### config.mk
export PLATFORM = sky130hd
export DESIGN_NAME = rtwc_timer
export DESIGN_NICKNAME = d
export VERILOG_FILES = /design/src/hdl/rtwc_pkg.sv /design/src/hdl/rtwc_timer.sv
export VERILOG_INCLUDE_DIRS = /design/src /design/src/hdl
export SDC_FILE = /design/constraint.sdc
export NUM_CORES = 1
export LEC_CHECK = 0
export ABC_AREA = 1
export BUFFER_PORTS_ARGS = -buffer_cell sky130_fd_sc_hd__buf_2
export CORE_MARGIN = 4
export CORE_UTILIZATION = 37
export DETAILED_ROUTE_END_ITERATION = 6
export HOLD_SLACK_MARGIN = 0.15
export PLACE_DENSITY = 0.52
export SYNTH_ARGS = -nofsm -noshare
export SYNTH_HDL_FRONTEND = slang
export SYNTH_SLANG_ARGS = --single-unit
### constraint.sdc
create_clock -name mclk -period 2.9 [get_ports mclk]
set_clock_uncertainty 0.05 [all_clocks]
set_input_delay 0.29 -clock mclk [delete_from_list [all_inputs] [get_ports mclk]]
set_output_delay 0.29 -clock mclk [all_outputs]
set_load 0.005 [all_outputs]
### src/hdl/rtwc_defines.svh
// register offsets, field positions, reset values and counts for the timer
// assumes a byte-wide register port with a four-bit address
`ifndef RTWC_DEFINES_SVH
`define RTWC_DEFINES_SVH

`define RTWC_ADDR_W        4
`define RTWC_OFS_CTRL      4'h0
`define RTWC_OFS_RLD_LO    4'h1
`define RTWC_OFS_RLD_HI    4'h2
`define RTWC_OFS_CNT_LO    4'h3
`define RTWC_OFS_CNT_HI    4'h4
`define RTWC_OFS_CLKSEL    4'h5
`define RTWC_OFS_EVT_STAT  4'h6
`define RTWC_OFS_EVT_CLR   4'h7
`define RTWC_OFS_EVT_EN    4'h8

`define RTWC_CTRL_OVF_HI   7
`define RTWC_CTRL_OVF_LO   6
`define RTWC_CTRL_LO_IRQ   5
`define RTWC_CTRL_CAP_EN   4
`define RTWC_CTRL_SPLIT    3
`define RTWC_CTRL_RUN      2
`define RTWC_CTRL_ALT_MSB  1
`define RTWC_CTRL_ALT_LSB  0

`define RTWC_CLKSEL_LO     0
`define RTWC_CLKSEL_HI     1

`define RTWC_EVT_W         3
`define RTWC_EVT_OVF_HI    0
`define RTWC_EVT_OVF_LO    1
`define RTWC_EVT_CAP       2
`define RTWC_EVT_RST       3'h0

`define RTWC_BYTE_RST      8'h00
`define RTWC_BYTE_MAX      8'hFF
`define RTWC_CLKSEL_RST    2'h0
`define RTWC_DIV12_LAST    4'hB
`define RTWC_DIV12_RST     4'h0
`define RTWC_EXT_DIV_LAST  3'h7
`define RTWC_EXT_DIV_RST   3'h0

`endif

### src/hdl/rtwc_pkg.sv
// types shared by the reload timer
// assumes the defines header supplies offsets and field positions
package rtwc_pkg;

  // alternate clock select encoding, in field order
  typedef enum logic [1:0]
  {
    RTWC_ALT_SYS12,
    RTWC_ALT_EXT8,
    RTWC_ALT_SYS12B,
    RTWC_ALT_CMP
  } rtwc_alt_t;

endpackage

### src/hdl/rtwc_timer.sv
// reload timer with capture: 16-bit or split 8-bit counter, register port
// assumes all inputs are synchronous to mclk except extClk and cmpOut
`timescale 1ns/100ps

`include "rtwc_defines.svh"

module rtwc_timer
  import rtwc_pkg::*;
(
  input  wire logic                    mclk,
  input  wire logic                    sys_rst,
  input  wire logic [`RTWC_ADDR_W-1:0] regAddr,
  input  wire logic [7:0]              regWdata,
  input  wire logic                    regWr,
  input  wire logic                    regRd,
  output logic      [7:0]              regRdata,
  input  wire logic                    timerIrqEn,
  input  wire logic                    extClk,
  input  wire logic                    cmpOut,
  output logic                         timerIrq,
  output logic                         evtIrq
);

  // tick for one byte: system clock when its select bit is set
  function automatic logic selTick
  (
    input logic      byteSel,
    input rtwc_alt_t alt,
    input logic      tick12,
    input logic      tickExt,
    input logic      tickCmp
  );
    logic t;
    t = 1'b0;
    if (byteSel)
    begin
      t = 1'b1;
    end
    else
    begin
      case (alt)
        RTWC_ALT_SYS12:  t = tick12;
        RTWC_ALT_EXT8:   t = tickExt;
        RTWC_ALT_SYS12B: t = tick12;
        RTWC_ALT_CMP:    t = tickCmp;
        default:         t = 1'b0;
      endcase
    end
    return t;
  endfunction

  function automatic logic isWr
  (
    input logic                    wr,
    input logic [`RTWC_ADDR_W-1:0] addr,
    input logic [`RTWC_ADDR_W-1:0] ofs
  );
    return wr && (addr == ofs);
  endfunction

  logic [7:0]             ctrlReg;
  logic [7:0]             ctrlNext;
  logic [7:0]             rldLoReg;
  logic [7:0]             rldHiReg;
  logic [7:0]             cntLoReg;
  logic [7:0]             cntHiReg;
  logic [7:0]             cntLoNext;
  logic [7:0]             cntHiNext;
  logic [1:0]             clkSelReg;
  logic [3:0]             div12Reg;
  logic                   tick12;
  logic                   extSync1;
  logic                   extSync2;
  logic                   extPrev;
  logic [2:0]             extCntReg;
  logic                   tickExt;
  logic                   cmpSync1;
  logic                   cmpSync2;
  logic                   cmpPrev;
  logic                   tickCmp;
  logic                   tickLo;
  logic                   tickHi;
  logic                   wrapLo;
  logic                   wrapHi;
  logic                   capEvt;
  logic [`RTWC_EVT_W-1:0] evtStatReg;
  logic [`RTWC_EVT_W-1:0] evtEnReg;
  logic [`RTWC_EVT_W-1:0] evtSet;
  logic [`RTWC_EVT_W-1:0] evtStatNext;
  rtwc_alt_t              altSel;
  logic                   splitMode;
  logic                   runHi;
  logic                   capMode;
  logic                   wrCtrl;

  assign altSel    = rtwc_alt_t'(ctrlReg[`RTWC_CTRL_ALT_MSB:`RTWC_CTRL_ALT_LSB]);
  assign splitMode = ctrlReg[`RTWC_CTRL_SPLIT];
  assign runHi     = ctrlReg[`RTWC_CTRL_RUN];
  assign capMode   = ctrlReg[`RTWC_CTRL_CAP_EN];
  assign wrCtrl    = isWr(regWr, regAddr, `RTWC_OFS_CTRL);

  // system clock divided by twelve, one-cycle enable
  always_ff @(posedge mclk)
  begin
    if (sys_rst)
    begin
      div12Reg <= `RTWC_DIV12_RST;
    end
    else if (div12Reg == `RTWC_DIV12_LAST)
    begin
      div12Reg <= `RTWC_DIV12_RST;
    end
    else
    begin
      div12Reg <= div12Reg + 4'h1;
    end
  end

  assign tick12 = (div12Reg == `RTWC_DIV12_LAST);

  // external oscillator: two-stage synchronizer, then edge count of eight
  always_ff @(posedge mclk)
  begin
    if (sys_rst)
    begin
      extSync1 <= 1'b0;
      extSync2 <= 1'b0;
      extPrev  <= 1'b0;
    end
    else
    begin
      extSync1 <= extClk;
      extSync2 <= extSync1;
      extPrev  <= extSync2;
    end
  end

  always_ff @(posedge mclk)
  begin
    if (sys_rst)
    begin
      extCntReg <= `RTWC_EXT_DIV_RST;
    end
    else if (extSync2 && !extPrev)
    begin
      extCntReg <= extCntReg + 3'h1;
    end
  end

  assign tickExt = extSync2 && !extPrev && (extCntReg == `RTWC_EXT_DIV_LAST);

  // comparator: two-stage synchronizer, rising edge
  always_ff @(posedge mclk)
  begin
    if (sys_rst)
    begin
      cmpSync1 <= 1'b0;
      cmpSync2 <= 1'b0;
      cmpPrev  <= 1'b0;
    end
    else
    begin
      cmpSync1 <= cmpOut;
      cmpSync2 <= cmpSync1;
      cmpPrev  <= cmpSync2;
    end
  end

  assign tickCmp = cmpSync2 && !cmpPrev;

  assign tickHi = selTick(clkSelReg[`RTWC_CLKSEL_HI], altSel, tick12, tickExt, tickCmp);
  assign tickLo = selTick(clkSelReg[`RTWC_CLKSEL_LO], altSel, tick12, tickExt, tickCmp);

  // capture trigger picked by the upper alternate select bit
  assign capEvt = capMode &&
                  (altSel[1] ? tickExt : tickCmp);

  // counter next state
  always_comb
  begin
    cntLoNext = cntLoReg;
    cntHiNext = cntHiReg;
    wrapLo    = 1'b0;
    wrapHi    = 1'b0;
    if (splitMode)
    begin
      if (tickLo)
      begin
        wrapLo    = (cntLoReg == `RTWC_BYTE_MAX);
        cntLoNext = wrapLo ? rldLoReg : cntLoReg + 8'h01;
      end
      if (tickHi && runHi)
      begin
        wrapHi    = (cntHiReg == `RTWC_BYTE_MAX);
        cntHiNext = wrapHi ? rldHiReg : cntHiReg + 8'h01;
      end
    end
    else if (runHi && tickLo)
    begin
      wrapLo = (cntLoReg == `RTWC_BYTE_MAX);
      wrapHi = wrapLo && (cntHiReg == `RTWC_BYTE_MAX);
      if (wrapHi && !capMode)
      begin
        cntLoNext = rldLoReg;
        cntHiNext = rldHiReg;
      end
      else
      begin
        cntLoNext = cntLoReg + 8'h01;
        cntHiNext = cntHiReg + {7'h00, wrapLo};
      end
    end
    if (isWr(regWr, regAddr, `RTWC_OFS_CNT_LO))
    begin
      cntLoNext = regWdata;
    end
    if (isWr(regWr, regAddr, `RTWC_OFS_CNT_HI))
    begin
      cntHiNext = regWdata;
    end
  end

  always_ff @(posedge mclk)
  begin
    if (sys_rst)
    begin
      cntLoReg <= `RTWC_BYTE_RST;
      cntHiReg <= `RTWC_BYTE_RST;
    end
    else
    begin
      cntLoReg <= cntLoNext;
      cntHiReg <= cntHiNext;
    end
  end

  // reload pair: capture takes priority over a software write
  always_ff @(posedge mclk)
  begin
    if (sys_rst)
    begin
      rldLoReg <= `RTWC_BYTE_RST;
      rldHiReg <= `RTWC_BYTE_RST;
    end
    else if (capEvt)
    begin
      rldLoReg <= cntLoReg;
      rldHiReg <= cntHiReg;
    end
    else
    begin
      if (isWr(regWr, regAddr, `RTWC_OFS_RLD_LO))
      begin
        rldLoReg <= regWdata;
      end
      if (isWr(regWr, regAddr, `RTWC_OFS_RLD_HI))
      begin
        rldHiReg <= regWdata;
      end
    end
  end

  // control byte: flags set by hardware or by a write, hardware set wins over a write
  always_comb
  begin
    ctrlNext = wrCtrl ? regWdata : ctrlReg;
    if (wrapHi || capEvt)
    begin
      ctrlNext[`RTWC_CTRL_OVF_HI] = 1'b1;
    end
    if (wrapLo)
    begin
      ctrlNext[`RTWC_CTRL_OVF_LO] = 1'b1;
    end
  end

  always_ff @(posedge mclk)
  begin
    if (sys_rst)
    begin
      ctrlReg <= `RTWC_BYTE_RST;
    end
    else
    begin
      ctrlReg <= ctrlNext;
    end
  end

  always_ff @(posedge mclk)
  begin
    if (sys_rst)
    begin
      clkSelReg <= `RTWC_CLKSEL_RST;
    end
    else if (isWr(regWr, regAddr, `RTWC_OFS_CLKSEL))
    begin
      clkSelReg <= regWdata[1:0];
    end
  end

  // timer request follows the high flag, and the low flag only with RTWC_CTRL_LO_IRQ set, while the external enable is high
  always_ff @(posedge mclk)
  begin
    if (sys_rst)
    begin
      timerIrq <= 1'b0;
    end
    else
    begin
      timerIrq <= timerIrqEn &&
                  (ctrlReg[`RTWC_CTRL_OVF_HI] ||
                   (ctrlReg[`RTWC_CTRL_LO_IRQ] &&
                    ctrlReg[`RTWC_CTRL_OVF_LO]));
    end
  end

  // sticky event status, write-one clear, set wins
  always_comb
  begin
    evtSet                   = `RTWC_EVT_RST;
    evtSet[`RTWC_EVT_OVF_HI] = wrapHi;
    evtSet[`RTWC_EVT_OVF_LO] = wrapLo;
    evtSet[`RTWC_EVT_CAP]    = capEvt;
    evtStatNext              = evtStatReg;
    if (isWr(regWr, regAddr, `RTWC_OFS_EVT_CLR))
    begin
      evtStatNext = evtStatReg & ~regWdata[`RTWC_EVT_W-1:0];
    end
    evtStatNext = evtStatNext | evtSet;
  end

  always_ff @(posedge mclk)
  begin
    if (sys_rst)
    begin
      evtStatReg <= `RTWC_EVT_RST;
    end
    else
    begin
      evtStatReg <= evtStatNext;
    end
  end

  always_ff @(posedge mclk)
  begin
    if (sys_rst)
    begin
      evtEnReg <= `RTWC_EVT_RST;
    end
    else if (isWr(regWr, regAddr, `RTWC_OFS_EVT_EN))
    begin
      evtEnReg <= regWdata[`RTWC_EVT_W-1:0];
    end
  end

  always_ff @(posedge mclk)
  begin
    if (sys_rst)
    begin
      evtIrq <= 1'b0;
    end
    else
    begin
      evtIrq <= |(evtStatNext & evtEnReg);
    end
  end

  // read data valid only in the cycle after the read strobe
  always_ff @(posedge mclk)
  begin
    if (sys_rst)
    begin
      regRdata <= `RTWC_BYTE_RST;
    end
    else if (regRd)
    begin
      case (regAddr)
        `RTWC_OFS_CTRL:     regRdata <= ctrlReg;
        `RTWC_OFS_RLD_LO:   regRdata <= rldLoReg;
        `RTWC_OFS_RLD_HI:   regRdata <= rldHiReg;
        `RTWC_OFS_CNT_LO:   regRdata <= cntLoReg;
        `RTWC_OFS_CNT_HI:   regRdata <= cntHiReg;
        `RTWC_OFS_CLKSEL:   regRdata <= {6'h00, clkSelReg};
        `RTWC_OFS_EVT_STAT: regRdata <= {5'h00, evtStatReg};
        `RTWC_OFS_EVT_EN:   regRdata <= {5'h00, evtEnReg};
        default:            regRdata <= `RTWC_BYTE_RST;
      endcase
    end
    else
    begin
      regRdata <= `RTWC_BYTE_RST;
    end
  end

endmodule // rtwc_timer

==> impl_metrics.toml <==
[cells_and_area]
utilization = 0.428
multi_input_area_um2 = 2170
drive_gt1_frac = 0.127
final_nets = 682
seq_area_um2 = 1420
n_antenna_cell = 0
fillerInstances = 1159
syn2layout_area_growth_pct = 13.5

[drt]
avgViaCountPerCell = 5.14
num_vias = 4117
post_drt_wl_per_cell_um = 15.5
drc = 0
drt_wl_total_um = 12400
dr.pass1.iters = 5
drtIter0Drc = 271
antenna_left = 0

[grt]
grt_pass1_vias = 4026
grt_use_met3 = 0.0353
grt_usage = 0.202
grt_max_degree = 41
grt_use_met1 = 0.259
busiest_layer = "met2"
antenna_found_initial = 0
grt_pass1_wl_um = 20500
overflow = 0
met2_usage = 0.335

[clocking]
clk_path_buf_depth = 2
clk_pin_slew_ns = 0.09
numClockSinks = 71
clock_latency_ns = 0.36
numCtsBuffers = 9
cts_tree = "built"
cts.htree.levels = 3
cts_resized = 0
clock-root-buffer = "clkbuf_8"

[setup_path]
end_kind = "flop"
path_class = "reg2reg"
crit_arrival_ns = 2.54
worstPathMaxFanout = 6
cp_cell_sequence = "ha_1, nand2_1, nor2_1, nand2_2, inv_1, ha_1, ha_1, nand3_1, nor2_1, xor2_1, nand3_1, nand3_1, nand2_1, a21oi_1"
crit_required_ns = 3.15
critPathBufInv = 1
crit_slowest_cell = "dfxtp_1"
cpPeakStageDelay_ns = 0.42
worst_setup_path_start_kind = "flop"
critical_path.top_delay_family = "simple AND/OR/NAND/NOR gates"

[synth]
synth_seq_cells = 71
synth_ff_type = "dfxtp_1"
syn_area_um2 = 4090
syn_avg_cell_area_um2 = 6.56
seq_area_frac_synth = 0.348
yosysMostFrequentCell = "nand2_1"
yosysTopAreaCell = "dfxtp_1"
netlist.area_leader.share = 0.348
synth_edf_count = 0
postSynthCellCount = 623
synth_top_cells_by_count = "128 x nand2_1, 99 x inv_1, 71 x dfxtp_1"
syn_nets = 649
ys_top_cells_by_area = "dfxtp_1 35%, nand2_1 12%, inv_1 9.1%"
ys.warnings.count = 0
ys_types = 38
synth-async-reset-ratio = 0

[pwr]
ir_drop_v = 0.000223
power.density_nw_per_um2 = 451
leakage_uw = 0.00214

[timing]
fin_crit_ns = 2.29
finalMaxSlewViolations = 0
rsz0062_at_grt = "no"
final-hold-violation-count = 0
slew_headroom = 0.659
setup_viol = 0
fin_crit_sh = 0.790
tightestPinTransition_ns = 0.510
fin_setup_tns_ns = 0
timing.fmax_mhz = 436

[die]
row_count = 38
core_um2 = 10800
die_h_um = 113
start_util = 0.377
io_pins = 29
dieWidth_um = 113
die_area_um2 = 12800

[place]
hpwl_um = 9310
place.gp.congestion = 0.921
portBuffers = 28

[outcome]
status = "completed"

[run]
maxCapViolations = 0

[worst_hold_path]
hold_class = "in2reg"
kinds of logic after synthesis:
family | after synthesis | synth area share
xor gates and xnor gates | 10 | 0.0214
DFF | 71 | 0.348
buffers and inverters | 127 | 0.121
AOI/OAI and AO/OA | 142 | 0.194
adders and majority gates | 7 | 0.0214
and+or+nand+nor | 266 | 0.295
per-stage QoR:
step | hold slack [ns] | std cells | area [um2] | worst slack (ns) | power, uW
after floorplan | 0.338 | 623 | 4090 | 0.840 | 1130
after CTS | 0.189 | 801 | 4640 | 0.612 | 2110
after global placement | 0.353 | 782 | 4380 | 0.646 | 1190
final | 0.199 | 801 | 4640 | 0.608 | 2090
after global routing | 0.190 | 801 | 4640 | 0.286 | 2180
after detailed placement | 0.355 | 782 | 4380 | 0.622 | 1190
where the power goes:
part	internal, uW	switching, uW	total, uW
clock network	495	428	923
logic	50.1	106	156
registers	995	17.0	1010
total	1540	551	2090
timing repair:
action                    CTS  global route
hold buffers                3             0
buffers inserted            0             0
hold endpoints to repair    3             0
layout by cell type (no fill, tap or decap), drive strengths merged:
master,count
a21oi,44
nand3,62
bufinv,2
nand2,134
o221ai,1
xnor2,2
a31oi,2
clkinvlp,1
clkinv,3
a221oi,3
dfxtp,71
dlygate4sd3,3
nor2,61
nor3,1
buf,35
or2,1
o21a,1
nand4,7
clkbuf,9
o22ai,25
o211ai,4
o21ai,59
o2111ai,1
a211oi,2
ha,7
inv,112
xor2,8
worst min-delay path, cell delays in order:
cell and delay (ns):
buf_2 0.14, nand3_1 0.09, a21oi_1 0.06
routing by layer:
| layer | share of wire | up-vias |
|---|---|---|
| met5 | 0 | - |
| met4 | 0.026 | 0 |
| met3 | 0.045 | 25 |
| met2 | 0.47 | 113 |
| met1 | 0.46 | 1882 |
| li1 | - | 2097 |
path summary, 6_finish.rpt:
kind	from	to	slack, ns	depth (start not counted)
worst min register to register	extSync1	extSync2	0.36	2
worst max-delay path	cntLoReg[0]	cntHiReg[6]	0.61	14
worst min-delay path	regWdata[1]	evtEnReg[1]	0.20	3
worst max register to register	cntLoReg[0]	cntHiReg[6]	0.61	14
sequential cells by signal (all words and copies together), names as in the netlist:
name / flops
cntLoReg: 8
rldLoReg: 8
ctrlReg: 8
extSync2: 1
regRdata: 8
cmpPrev: 1
evtStatReg: 3
evtIrq: 1
evtEnReg: 3
cmpSync1: 1
clkSelReg: 2
timerIrq: 1
extPrev: 1
extSync1: 1
cntHiReg: 8
div12Reg: 4
cmpSync2: 1
extCntReg: 3
rldHiReg: 8
cell type report:
class,instances,area share
Multi-Input combinational cell,425,0.468
Tap cell,140,0.0378
Timing Repair Buffer,38,0.0480
Clock inverter,7,0.0221
Inverter,111,0.0909
Sequential cell,71,0.306
Clock buffer,9,0.0267
(Power assumes the default switching activity.)
